## src/core/rtc_defs.svh

```systemverilog
// Constants for the clock's indirect register interface: bus addresses,
// key codes, status codes, internal map, field positions and timing.
// Assumes a 50 MHz system clock; included by bare name where needed.
`ifndef RTC_DEFS_SVH
`define RTC_DEFS_SVH

`define RTC_SFR_KEY 8'hAE
`define RTC_SFR_ADR 8'hAC
`define RTC_SFR_DAT 8'hAD

`define RTC_KEY_FIRST 8'hA5
`define RTC_KEY_SECOND 8'hF1

`define RTC_ST_LOCKED 8'h00
`define RTC_ST_FIRST 8'h01
`define RTC_ST_OPEN 8'h02
`define RTC_ST_DEAD 8'h03

`define RTC_IA_CAPTURE_LAST 4'h3
`define RTC_IA_CONTROL 4'h4
`define RTC_IA_OSC_CTRL 4'h5
`define RTC_IA_OSC_CFG 4'h6
`define RTC_IA_PIN_CFG 4'h7
`define RTC_IA_ALARM_FIRST 4'h8
`define RTC_IA_ALARM_LAST 4'hB

`define RTC_ADR_BUSY_BIT 7
`define RTC_ADR_AUTOREAD_BIT 6
`define RTC_ADR_SHORT_BIT 4

`define RTC_CTRL_RUN_BIT 7
`define RTC_CTRL_LOAD_BIT 1
`define RTC_CTRL_CAPTURE_BIT 0

`define RTC_OP_CYC_LONG 3'h7
`define RTC_OP_CYC_SHORT 3'h6

`define RTC_BYTE_RESET 8'h00
`define RTC_ADDR_RESET 4'h0

`define RTC_CLK_PERIOD_NS 20
`define RTC_MISS_TIME_NS 1000000
`define RTC_MISS_CYCLES (`RTC_MISS_TIME_NS / `RTC_CLK_PERIOD_NS)

`endif

```

## src/core/rtc_pkg.sv

```systemverilog
// Types shared by the clock interface and its timer core.
// Assumes nothing beyond a SystemVerilog compiler.
package rtc_pkg;

    typedef enum logic [1:0] {
        LK_LOCKED = 2'b00,
        LK_FIRST = 2'b01,
        LK_OPEN = 2'b11,
        LK_DEAD = 2'b10
    } lock_state_t;

    typedef enum logic [1:0] {
        OP_IDLE = 2'b00,
        OP_READ = 2'b01,
        OP_WRITE = 2'b11
    } op_kind_t;

    typedef struct packed {
        logic [7:0] addr;
        logic wr;
        logic rd;
        logic [7:0] wdata;
    } sfr_req_t;

    typedef struct packed {
        logic run;
        logic load;
        logic [31:0] load_value;
        logic [31:0] alarm_value;
    } timer_ctl_t;

endpackage

```

## src/core/rtc_indirect_access_interface.sv

```systemverilog
// Lock-and-key gate and indirect access path from the processor's special
// function register bus to the clock's internal registers.
// Assumes one bus access per cycle, taken on the clock edge; read data
// appears on sfr_rdata one cycle after the read strobe.
//
// Overview of operation
// - Key A5 then F1 unlocks indirect access.
// - No interval limit between the two keys.
// - Wrong key or locked access disables interface.
// - Unlocked interface allows unlimited indirect accesses.
// - Any key write while unlocked relocks.
// - Key read returns status, never disturbs sequence.
// - Status codes 0..3; disabled ignores key writes.
// - Address register selects the internal target.
// - Data register write starts internal write.
// - Busy bit write starts read into data.
// - Address and data survive device reset.
// - Access takes seven cycles, six when short.
// - Reset enables short strobe; bit 4 switches.
// - Autoread: data read starts next read.
// - Capture and alarm accesses increment the address.
// - Capture bytes 0-3, alarm bytes 8-B.
// - Control 4, oscillator 5-6, pin 7.
// - Load capacitance has sixteen levels.
// - Timer gives alarm and missing-clock events.
`timescale 1ns/100ps
`default_nettype none
`include "rtc_defs.svh"

module rtc_indirect_access_interface #(
    parameter int unsigned MISS_LIMIT = `RTC_MISS_CYCLES
) (
    input wire logic clk,
    input wire logic rst,
    input wire logic por,
    input wire rtc_pkg::sfr_req_t sfr_req,
    input wire logic rtc_tick,
    output logic [7:0] sfr_rdata,
    output logic [7:0] oscillator_control,
    output logic [3:0] osc_load_cap,
    output logic [7:0] crystal_pin_config,
    output logic timer_running,
    output logic alarm_event,
    output logic missing_event
);

    ////////////////////////////////////////////////////////////////////////
    // Bus decode.

    rtc_pkg::lock_state_t lock_state;
    rtc_pkg::lock_state_t next_lock_state;
    rtc_pkg::op_kind_t op_kind;
    logic [2:0] op_count;
    logic busy;
    logic op_done;
    logic auto_read_enable;
    logic short_strobe;
    logic [3:0] indirect_address_register;
    logic [7:0] indirect_data_register;
    logic [7:0] lock_status_code;
    logic [7:0] internal_rdata;
    logic [7:0] timer_state_control;
    logic [7:0] oscillator_load_config;
    logic [7:0] timer_snapshot_bytes [0:3];
    logic [7:0] wake_match_bytes [0:3];
    logic [31:0] timer_count;
    logic load_pulse;
    logic capture_pulse;
    logic key_wr;
    logic adr_wr;
    logic adr_rd;
    logic dat_wr;
    logic dat_rd;
    logic indirect_touch;
    logic unlocked;
    logic start_read;
    logic start_write;
    logic int_write;
    logic auto_inc;
    rtc_pkg::timer_ctl_t timer_ctl;

    assign key_wr = sfr_req.wr && (sfr_req.addr == `RTC_SFR_KEY);
    assign adr_wr = sfr_req.wr && (sfr_req.addr == `RTC_SFR_ADR);
    assign adr_rd = sfr_req.rd && (sfr_req.addr == `RTC_SFR_ADR);
    assign dat_wr = sfr_req.wr && (sfr_req.addr == `RTC_SFR_DAT);
    assign dat_rd = sfr_req.rd && (sfr_req.addr == `RTC_SFR_DAT);
    assign indirect_touch = adr_wr || adr_rd || dat_wr || dat_rd;
    assign unlocked = (lock_state == rtc_pkg::LK_OPEN);

    ////////////////////////////////////////////////////////////////////////
    // Lock and key gate.

    always_comb begin
        next_lock_state = lock_state;
        if (indirect_touch && !unlocked) begin
            next_lock_state = rtc_pkg::LK_DEAD;
        end else if (key_wr) begin
            case (lock_state)
                rtc_pkg::LK_LOCKED: begin
                    if (sfr_req.wdata == `RTC_KEY_FIRST) begin
                        next_lock_state = rtc_pkg::LK_FIRST;
                    end else begin
                        next_lock_state = rtc_pkg::LK_DEAD;
                    end
                end
                rtc_pkg::LK_FIRST: begin
                    if (sfr_req.wdata == `RTC_KEY_SECOND) begin
                        next_lock_state = rtc_pkg::LK_OPEN;
                    end else begin
                        next_lock_state = rtc_pkg::LK_DEAD;
                    end
                end
                rtc_pkg::LK_OPEN: begin
                    next_lock_state = rtc_pkg::LK_LOCKED;
                end
                rtc_pkg::LK_DEAD: begin
                    next_lock_state = rtc_pkg::LK_DEAD;
                end
                default: begin
                    next_lock_state = rtc_pkg::LK_DEAD;
                end
            endcase
        end
    end

    // Only a system reset leaves the disabled state.
    always_ff @(posedge clk) begin
        if (rst || por) begin
            lock_state <= rtc_pkg::LK_LOCKED;
        end else begin
            lock_state <= next_lock_state;
        end
    end

    always_comb begin
        case (lock_state)
            rtc_pkg::LK_LOCKED: lock_status_code = `RTC_ST_LOCKED;
            rtc_pkg::LK_FIRST: lock_status_code = `RTC_ST_FIRST;
            rtc_pkg::LK_OPEN: lock_status_code = `RTC_ST_OPEN;
            rtc_pkg::LK_DEAD: lock_status_code = `RTC_ST_DEAD;
            default: lock_status_code = `RTC_ST_DEAD;
        endcase
    end

    ////////////////////////////////////////////////////////////////////////
    // Indirect operation sequencer.

    // A start while busy is dropped; software must poll busy first.
    assign busy = (op_kind != rtc_pkg::OP_IDLE);
    assign op_done = busy && (op_count == 3'h0);
    assign start_read = unlocked && !busy &&
        ((adr_wr && sfr_req.wdata[`RTC_ADR_BUSY_BIT]) ||
        (dat_rd && auto_read_enable));
    assign start_write = unlocked && !busy && dat_wr;
    assign int_write = op_done && (op_kind == rtc_pkg::OP_WRITE);
    assign auto_inc = (indirect_address_register <= `RTC_IA_CAPTURE_LAST) ||
        ((indirect_address_register >= `RTC_IA_ALARM_FIRST) &&
        (indirect_address_register <= `RTC_IA_ALARM_LAST));

    always_ff @(posedge clk) begin
        if (rst || por) begin
            op_kind <= rtc_pkg::OP_IDLE;
            op_count <= 3'h0;
        end else if (start_read || start_write) begin
            op_kind <= start_read ? rtc_pkg::OP_READ : rtc_pkg::OP_WRITE;
            op_count <= short_strobe ? (`RTC_OP_CYC_SHORT - 3'h1) :
                (`RTC_OP_CYC_LONG - 3'h1);
        end else if (op_done) begin
            op_kind <= rtc_pkg::OP_IDLE;
        end else if (busy) begin
            op_count <= op_count - 3'h1;
        end
    end

    ////////////////////////////////////////////////////////////////////////
    // Address and data registers.

    // Address and data keep their contents over a device reset; only the
    // power-on clear sets them, so software can resume a byte walk.
    always_ff @(posedge clk) begin
        if (por) begin
            auto_read_enable <= 1'b0;
            short_strobe <= 1'b1;
            indirect_address_register <= `RTC_ADDR_RESET;
        end else if (rst) begin
            short_strobe <= 1'b1;
        end else if (unlocked && adr_wr && !busy) begin
            auto_read_enable <= sfr_req.wdata[`RTC_ADR_AUTOREAD_BIT];
            short_strobe <= sfr_req.wdata[`RTC_ADR_SHORT_BIT];
            indirect_address_register <= sfr_req.wdata[3:0];
        end else if (op_done && auto_inc) begin
            indirect_address_register <=
                indirect_address_register + 4'h1;
        end
    end

    always_ff @(posedge clk) begin
        if (por) begin
            indirect_data_register <= `RTC_BYTE_RESET;
        end else if (rst) begin
            indirect_data_register <= indirect_data_register;
        end else if (start_write) begin
            indirect_data_register <= sfr_req.wdata;
        end else if (op_done && (op_kind == rtc_pkg::OP_READ)) begin
            indirect_data_register <= internal_rdata;
        end
    end

    ////////////////////////////////////////////////////////////////////////
    // Internal register file.

    // Byte 0 of each group is the least significant byte of the word.
    generate
        for (genvar i = 0; i < 4; i++) begin : g_bytes
            always_ff @(posedge clk) begin
                if (por) begin
                    timer_snapshot_bytes[i] <= `RTC_BYTE_RESET;
                end else if (capture_pulse) begin
                    timer_snapshot_bytes[i] <= timer_count[8*i +: 8];
                end else if (int_write &&
                    (indirect_address_register == 4'(i))) begin
                    timer_snapshot_bytes[i] <= indirect_data_register;
                end
            end
            always_ff @(posedge clk) begin
                if (por) begin
                    wake_match_bytes[i] <= `RTC_BYTE_RESET;
                end else if (int_write && (indirect_address_register ==
                    (`RTC_IA_ALARM_FIRST + 4'(i)))) begin
                    wake_match_bytes[i] <= indirect_data_register;
                end
            end
            assign timer_ctl.load_value[8*i +: 8] = timer_snapshot_bytes[i];
            assign timer_ctl.alarm_value[8*i +: 8] = wake_match_bytes[i];
        end
    endgenerate

    // Load and capture are self-clearing commands; only run is stored.
    always_ff @(posedge clk) begin
        if (por) begin
            timer_state_control <= `RTC_BYTE_RESET;
            oscillator_control <= `RTC_BYTE_RESET;
            oscillator_load_config <= `RTC_BYTE_RESET;
            crystal_pin_config <= `RTC_BYTE_RESET;
            load_pulse <= 1'b0;
            capture_pulse <= 1'b0;
        end else begin
            load_pulse <= 1'b0;
            capture_pulse <= 1'b0;
            if (int_write) begin
                case (indirect_address_register)
                    `RTC_IA_CONTROL: begin
                        timer_state_control <= {
                            indirect_data_register[`RTC_CTRL_RUN_BIT],
                            7'h00};
                        load_pulse <=
                            indirect_data_register[`RTC_CTRL_LOAD_BIT];
                        capture_pulse <=
                            indirect_data_register[`RTC_CTRL_CAPTURE_BIT];
                    end
                    `RTC_IA_OSC_CTRL: begin
                        oscillator_control <= indirect_data_register;
                    end
                    `RTC_IA_OSC_CFG: begin
                        oscillator_load_config <=
                            indirect_data_register;
                    end
                    `RTC_IA_PIN_CFG: begin
                        crystal_pin_config <= indirect_data_register;
                    end
                    default: begin
                    end
                endcase
            end
        end
    end

    assign osc_load_cap = oscillator_load_config[3:0];
    assign timer_running = timer_state_control[`RTC_CTRL_RUN_BIT];

    always_comb begin
        case (indirect_address_register)
            4'h0, 4'h1, 4'h2, 4'h3: begin
                internal_rdata =
                    timer_snapshot_bytes[indirect_address_register[1:0]];
            end
            `RTC_IA_CONTROL: internal_rdata = timer_state_control;
            `RTC_IA_OSC_CTRL: internal_rdata = oscillator_control;
            `RTC_IA_OSC_CFG: internal_rdata = oscillator_load_config;
            `RTC_IA_PIN_CFG: internal_rdata = crystal_pin_config;
            4'h8, 4'h9, 4'hA, 4'hB: begin
                internal_rdata =
                    wake_match_bytes[indirect_address_register[1:0]];
            end
            default: internal_rdata = 8'h00;
        endcase
    end

    ////////////////////////////////////////////////////////////////////////
    // Timer core and bus read data.

    assign timer_ctl.run = timer_state_control[`RTC_CTRL_RUN_BIT];
    assign timer_ctl.load = load_pulse;

    rtc_timer_core #(
        .MISS_LIMIT(MISS_LIMIT)
    ) u_timer (
        .clk(clk),
        .rst(por),
        .tick(rtc_tick),
        .ctl(timer_ctl),
        .count(timer_count),
        .alarm_event(alarm_event),
        .missing_event(missing_event)
    );

    // A locked or disabled interface reads back zero from address and data.
    always_ff @(posedge clk) begin
        if (rst || por) begin
            sfr_rdata <= 8'h00;
        end else if (sfr_req.rd) begin
            case (sfr_req.addr)
                `RTC_SFR_KEY: sfr_rdata <= lock_status_code;
                `RTC_SFR_ADR: begin
                    sfr_rdata <= unlocked ? {busy, auto_read_enable, 1'b0,
                        short_strobe, indirect_address_register} : 8'h00;
                end
                `RTC_SFR_DAT: begin
                    sfr_rdata <= unlocked ? indirect_data_register : 8'h00;
                end
                default: sfr_rdata <= 8'h00;
            endcase
        end else begin
            sfr_rdata <= 8'h00;
        end
    end

endmodule
`default_nettype wire

```

## src/core/rtc_timer_core.sv

```systemverilog
// 32-bit timer with alarm match and missing-tick detection.
// Assumes rtc_tick is a one-cycle pulse per oscillator period, synchronous
// to clk, and that rst is the power-on clear of the always-on domain.
`timescale 1ns/100ps
`default_nettype none
`include "rtc_defs.svh"

module rtc_timer_core #(
    parameter int unsigned MISS_LIMIT = `RTC_MISS_CYCLES
) (
    input wire logic clk,
    input wire logic rst,
    input wire logic tick,
    input wire rtc_pkg::timer_ctl_t ctl,
    output logic [31:0] count,
    output logic alarm_event,
    output logic missing_event
);

    logic [31:0] gap;
    logic matched;

    always_ff @(posedge clk) begin
        if (rst) begin
            count <= 32'h00000000;
        end else if (ctl.load) begin
            count <= ctl.load_value;
        end else if (ctl.run && tick) begin
            count <= count + 32'h00000001;
        end
    end

    // A match raises one pulse; it stays quiet while the value holds.
    always_ff @(posedge clk) begin
        if (rst) begin
            matched <= 1'b0;
            alarm_event <= 1'b0;
        end else begin
            matched <= ctl.run && (count == ctl.alarm_value);
            alarm_event <= ctl.run && (count == ctl.alarm_value) &&
                !matched;
        end
    end

    // The gap counter saturates so a dead oscillator gives one event only.
    always_ff @(posedge clk) begin
        if (rst) begin
            gap <= 32'h00000000;
            missing_event <= 1'b0;
        end else begin
            missing_event <= 1'b0;
            if (tick || !ctl.run) begin
                gap <= 32'h00000000;
            end else if (gap != 32'(MISS_LIMIT)) begin
                gap <= gap + 32'h00000001;
                if (gap == 32'(MISS_LIMIT - 1)) begin
                    missing_event <= 1'b1;
                end
            end
        end
    end

endmodule
`default_nettype wire

```

## config.mk

```make
export PLATFORM = sky130hd
export DESIGN_NAME = rtc_indirect_access_interface
export DESIGN_NICKNAME = d
export VERILOG_FILES = /design/src/core/rtc_pkg.sv /design/src/core/rtc_indirect_access_interface.sv /design/src/core/rtc_timer_core.sv
export VERILOG_INCLUDE_DIRS = /design/src /design/src/core
export SDC_FILE = /design/constraint.sdc
export NUM_CORES = 1
export LEC_CHECK = 0
export BUFFER_PORTS_ARGS = -buffer_cell sky130_fd_sc_hd__buf_2
export CAP_MARGIN = 10
export CORE_MARGIN = 2
export CORE_UTILIZATION = 39
export CTS_CLUSTER_SIZE = 25
export DETAILED_ROUTE_END_ITERATION = 10
export GPL_ROUTABILITY_DRIVEN = 0
export PLACE_DENSITY = 0.64
export SETUP_SLACK_MARGIN = 0.1
export SYNTH_ARGS = -nofsm -noshare
export SYNTH_HDL_FRONTEND = slang
export SYNTH_SLANG_ARGS = --single-unit
```

## constraint.sdc

```tcl
create_clock -name clk -period 2.6 [get_ports clk]
set_input_delay 0.52 -clock clk [delete_from_list [all_inputs] [get_ports clk]]
set_output_delay 0.52 -clock clk [all_outputs]
set_load 0.05 [all_outputs]
```

# Yosys cells after proc, flatten, opt, wreduce, memory -nomap -nowiden
# Memory sizes are Yosys's and may differ from the RTL's. A register that Yosys moved wholly into a read port is not among the register bits.
# Index checks and enable logic that the tools add are counted.
[word_totals]
register_bits = 123
mem_bits_rw = 64
inputBits = 22
output_inout_bits = 31
word_cells = 211
memories = 2
[op_classes]
n_addsub = 4
order_cmp = 3
n_eq_ne = 25
muxes = 73
bitwise = 17
reduce_logical = 67
[mem_list]
columns = ["memory", "words", "word_bits", "read_ports", "rd_clocked_by_memory_dff", "write_ports", "line", "text"]
rows = [
  ["timer_snapshot_bytes", 4, 8, 5, 1, 4, "rtc_indirect_access_interface.sv:64", "logic [7:0] timer_snapshot_bytes [0:3];"],
  ["wake_match_bytes", 4, 8, 5, 1, 4, "rtc_indirect_access_interface.sv:65", "logic [7:0] wake_match_bytes [0:3];"],
]
[op_table]
columns = ["op", "n"]
rows = [
  ["$mux W8", 16],
  ["$add A32 B1 Y32 const B", 2],
  ["$mux W32", 2],
  ["$pmux W8 S6", 1],
  ["$eq A8 B8 Y1 const B", 5],
  ["$mux W1", 35],
  ["$eq A32 B16 Y1 const B", 1],
  ["$eq A32 B32 Y1", 1],
  ["$ne A32 B16 Y1 const B", 1],
  ["$pmux W8 S4", 1],
  ["$logic_and A1 B1 Y1", 29],
  ["$pmux W8 S3", 1],
  ["$mux W2", 11],
  ["$eq A4 B3 Y1 const B", 4],
  ["$eq A4 B4 Y1 const B", 4],
  ["$reduce_and A2 Y1", 8],
  ["$reduce_bool A2 Y1", 7],
  ["$or A1 B1 Y1", 12],
  ["$mux W3", 3],
  ["$eq A4 B2 Y1 const B", 2],
  ["$logic_or A1 B1 Y1", 8],
  ["$mux W4", 2],
  ["$pmux W2 S4", 1],
  ["$reduce_or A2 Y1", 4],
  ["other kinds (16)", 28],
]

# Logic depth before layout (Yosys ltp)
[depth]
word_depth = 9
depth_mapped = 8

# Hierarchy
# Synthesis repeated with hierarchy kept, for this count alone.
[unflattened]
cells_unflattened = 1021
hier_area_um2 = 9788.1
[modules_own_cells]
columns = ["mod", "instances", "cells_per_inst", "area_each_um2"]
rows = [
  ["rtc_indirect_access_interface", 1, 550, 5935.7],
  ["rtc_timer_core", 1, 471, 3852.4],
]

# Least setup slack after synthesis
# No wires, ideal clock.
[synth_timing]
kind = "reg-to-reg"
from = "register timer_state_control[7]"
to = "register u_timer.count[19]"
setup_ps = 91
arrival_time_ps = 2099
setup_slack_ps = 410
stages_incl_launch_ff = 6
path_cell_list = "dfxtp_1 nand4_1 or3_1 clkbuf_1 or4_1 a311oi_1"
[synth_between]
elab_chain_cells = 2
[synth_rtl]
columns = ["item", "line", "text"]
rows = [
  ["from (decl)", "rtc_indirect_access_interface.sv:62", "logic [7:0] timer_state_control;"],
  ["from (signal assigned)", "rtc_indirect_access_interface.sv:241", "timer_state_control <= `RTC_BYTE_RESET;"],
  ["from (signal assigned)", "rtc_indirect_access_interface.sv:253", "timer_state_control <= {"],
  ["$logic_and A1 B1 Y1", "rtc_timer_core.sv:28", "end else if (ctl.run && tick) begin"],
  ["$reduce_bool A2 Y1 (no source line)", "--", ""],
  ["to (signal assigned)", "rtc_timer_core.sv:27", "count <= ctl.load_value;"],
  ["to (signal assigned)", "rtc_timer_core.sv:29", "count <= count + 32'h00000001;"],
  ["to (decl)", "rtc_timer_core.sv:15", "output logic [31:0] count,"],
]
# Every way passes these cells.
# A chain may end at the register's enable or synchronous reset.

# Final worst setup path
[layout_timing]
from = "register indirect_address_register[1]"
to = "register indirect_data_register[2]"
[layout_between]
elab_chain_cells = 5
[layout_rtl]
columns = ["item", "line", "text"]
rows = [
  ["from (decl)", "rtc_indirect_access_interface.sv:58", "logic [3:0] indirect_address_register;"],
  ["from (signal assigned)", "rtc_indirect_access_interface.sv:184", "indirect_address_register <= `RTC_ADDR_RESET;"],
  ["from (signal assigned)", "rtc_indirect_access_interface.sv:190", "indirect_address_register <= sfr_req.wdata[3:0];"],
  ["from (signal assigned)", "rtc_indirect_access_interface.sv:192", "indirect_address_register <="],
  ["$eq A4 B4 Y1 (tied with other cells)", "rtc_indirect_access_interface.sv:282", "case (indirect_address_register)"],
  ["$reduce_or A4 Y1", "rtc_indirect_access_interface.sv:282", ""],
  ["$pmux W8 S6 *", "rtc_indirect_access_interface.sv:282", ""],
  ["$mux W8 *", "rtc_indirect_access_interface.sv:204", "end else if (op_done && (op_kind == rtc_pkg::OP_READ)) begin"],
  ["$mux W8 *", "rtc_indirect_access_interface.sv:202", "end else if (start_write) begin"],
  ["to (signal assigned)", "rtc_indirect_access_interface.sv:201", "indirect_data_register <= indirect_data_register;"],
  ["to (signal assigned)", "rtc_indirect_access_interface.sv:203", "indirect_data_register <= sfr_req.wdata;"],
  ["to (signal assigned)", "rtc_indirect_access_interface.sv:205", "indirect_data_register <= internal_rdata;"],
  ["to (decl)", "rtc_indirect_access_interface.sv:59", "logic [7:0] indirect_data_register;"],
]
# Every way passes the cells marked *; elsewhere a longest branch is shown, timed or not. The select of a mux whose other input is x is not followed.

==> results.toml <==
[run_status]
outcome = "completed"

[power_and_ir_drop]
powerDensity_nw_per_um2 = 523
leakagePower_uw = 0.00428
finalPower_uw = 5910
ir_drop_mv = 0.355

[placement]
placed_area_um2 = 10700
dp_hpwl_mm = 20.9
dp_cells = 1379
place.port_buffers = 52

[floorplanning]
dieArea_um2 = 27200
core_area_um2 = 25300
die_y_um = 165
rows = 58
ioPinCount = 53
initial_core_util_pct = 39.9
die_w_um = 165

[detailed_routing]
drc = 0
vias = 8645
ant_nets = 0
via_per_inst = 6.12
drt_wl_total_mm = 29.4
first_iter_violations = 926
firstDrtPassIters = 5
wl_per_cell_um = 20.8

[clock_network]
htree_levels = 4
cts_tree = "yes"
cts_max_path_buffers = 2
cts_buffers = 17
clkTransAtPathRegs_ns = 0.09
post_cts_resized = 0
cts_hold_repair.buffers = 0
cts_sinks = 189
clk_latency_ns = 0.44
cts_root_buf = "clkbuf_16"
postCtsSetupBuffers = 0

[yosys]
synth_area_leaders = "dfxtp_1 25%, edfxtp_1 19%, mux4_2 3.6%"
synth_mux_area_share_pct = 6.83
synth_xor_area_share_pct = 4.85
yosysUniqueCellTypes = 67
synth_simple_gate_area_share_pct = 24.5
synth-edff-count = 64
yosysTopAreaCell = "dfxtp_1"
ys_seq_area_share_pct = 43.8
synth_fa_ha_area_share_pct = 1.73
syn-num-nets = 1088
synth_top_family_by_area = "simple AND/OR/NAND/NOR gates"
synth_warnings = 0
synthFlopType = "dfxtp_1"
asyncSetResetFlopFracSynth_pct = 0
yosysTopAreaCellShare_pct = 24.8
synth-seq-cells = 189
netlist_instances = 1052
syn_avg_cell_area_um2 = 9.61
synth_compound_area_share_pct = 13.4
netlist_area_um2 = 10100

[critical_path]
rr_worst_depth = 6
critical_path_required_ns = 2.91
startpoint_type = "flip-flop"
r2r_start = "indirect_address_register[1]$_SDFFE_PP0N_"
regToRegSetupSlack_ns = 0.25
cp_max_fo = 16
cp.arrival_ns = 2.67
reg2reg_to = "indirect_data_register[2]$_SDFFE_PP0P_"
worstSetupEndpointType = "flip-flop"
criticalPathCategory = "flip-flop to flip-flop"

[global_route]
grt_pass1_vias = 7872
track_usage_pct = 22.0
grt_max_degree = 50
antenna_found_initial = 0
overflow = 0
grt_pass1_wl_mm = 45.5

[final_layout]
fin_area_um2 = 11300
nets = 1105
areaGrowthSynthToFinish_pct = 11.8
antenna_cells = 0
layoutNonFillerInstCount = 1412
layout-drive-gt1-share_pct = 14.5

[sta]
setup_violations = 0
finalCritPeriodShare_pct = 90.6
hold_viol = 0
min_period_ns = 2.35
slew_headroom_pct = 44.7
rsz0062_at_grt = "false"
finalSetupTns_ns = 0
tightest_slew_ns = 0.829
maxSlewViolCount = 0
fin_worst_skew_ns = 0.0197
fmax_mhz = 425

[run]
cap_violations = 0

[worst_hold_path]
hold_class = "input pin to flip-flop"
min_to = "indirect_data_register[6]$_SDFFE_PP0P_"
min-delay-start = "sfr_req[6]"
whs_path_depth = 3
[area by class of cell]
type / count / area (µm²)
clock buffer: 17 / 425
clock inverter: 15 / 170
fill: 2375 / 14000
inverter: 26 / 97.6
multi-input combinational: 743 / 5190
sequential: 189 / 4420
tap: 330 / 413
timing repair buffer: 92 / 581
[worst max path at each step]
stage | from | to | slack (ns) | depth (start not counted)
detailed placement | u_timer.count[0]$_SDFFE_PP0P_ | u_timer.count[16]$_SDFFE_PP0P_ | 0.24 | 5
floorplan | timer_state_control[7]$_SDFFE_PP0N_ | u_timer.count[19]$_SDFFE_PP0P_ | 0.41 | 5
CTS | u_timer.count[0]$_SDFFE_PP0P_ | u_timer.count[16]$_SDFFE_PP0P_ | 0.25 | 5
finish | indirect_address_register[1]$_SDFFE_PP0N_ | indirect_data_register[2]$_SDFFE_PP0P_ | 0.25 | 6
global route | indirect_address_register[1]$_SDFFE_PP0N_ | indirect_data_register[2]$_SDFFE_PP0P_ | 0.11 | 6
global placement | u_timer.count[0]$_SDFFE_PP0P_ | u_timer.count[16]$_SDFFE_PP0P_ | 0.27 | 5
[metal layers]
metal  GRT usage [%]  part of all wire, %
met3            4.80                  9.0
met1            31.4                   44
met4            7.98                  3.2
met5               0                    0
met2            32.5                   44
[synthesized netlist by cell type, drive strengths merged (12+ instances only)]
| library cell | instances |
|---|---|
| nor3 | 18 |
| nand3 | 58 |
| o21ai | 26 |
| a21oi | 31 |
| and3 | 50 |
| mux4 | 16 |
| a211oi | 14 |
| ha | 14 |
| o31ai | 19 |
| edfxtp | 64 |
| or4 | 20 |
| and2 | 19 |
| or3 | 12 |
| xnor2 | 15 |
| buf | 26 |
| dfxtp | 125 |
| nand2 | 52 |
| and4 | 18 |
| a22o | 32 |
| nand4 | 43 |
| nor4 | 22 |
| mux2i | 33 |
| nor2 | 87 |
| inv | 26 |
| xor2 | 41 |
| clkbuf | 68 |
[cells in the final DEF, fill, tap and decap left out, types with 8 or more instances in the layout]
master,count
inv_1,26
nand3_1,58
or4_1,20
edfxtp_1,64
o31ai_1,19
a311oi_1,9
clkbuf_16,17
buf_2,52
or3_1,12
buf_4,39
ha_1,14
and4_1,18
nand2_1,52
o21ai_0,26
a22o_1,32
and2_1,19
xor2_1,41
xnor2_1,15
a21oi_1,31
mux4_2,16
nor3_1,18
nor4_1,21
a211oi_1,14
mux2i_1,33
nor2_1,87
and3_1,50
nand4_1,41
a22oi_1,8
dfxtp_1,125
[critical path: stages (launching register included)]
cell     delay [ns]
dfxtp_1        0.47
inv_1          0.12
ha_1           0.37
or4_1          0.66
and3_1         0.21
o21ai_0        0.28
nand3_1        0.11
[logic make-up after synthesis]
logic type                 Yosys count
adders and majority gates           14
xor gates and xnor gates            56
muxes                               49
DFF                                189
and+or+nand+nor                    439
buffers and inverters              120
AOI/OAI and AO/OA                  185
[power by group]
| part | internal [µW] | total (µW) | leakage (µW) | switching (µW) |
|---|---|---|---|---|
| sequential | 3090 | 3130 | 0.00164 | 43.4 |
| clock | 1300 | 2620 | 0.000293 | 1320 |
| combinational | 55.0 | 156 | 0.00235 | 101 |
| total | 4450 | 5910 | 0.00428 | 1460 |
[registers in the layout (all words and copies together) (netlist names), 2 cells and up, named ones only]
signal / count
indirect_data_register: 8
wake_match_bytes: 32
crystal_pin_config: 8
op_count: 3
oscillator_control: 8
oscillator_load_config: 8
indirect_address_register: 4
op_kind: 2
sfr_rdata: 8
u_timer.count: 32
timer_snapshot_bytes: 32
lock_state: 2
u_timer.gap: 32
[stage by stage]
| stage | setup slack (ns) | hold WS [ns] | utilization (%) |
|---|---|---|---|
| after CTS | 0.246 | 0.350 | 44.5 |
| after global placement | 0.271 | 0.418 | 42.2 |
| after detailed placement | 0.236 | 0.426 | 42.2 |
| after global routing | 0.111 | 0.369 | 44.6 |
| after floorplan | 0.410 | 0.374 | - |
| final | 0.245 | 0.364 | 44.6 |
No activity file was read; power rests on OpenSTA's default activity.
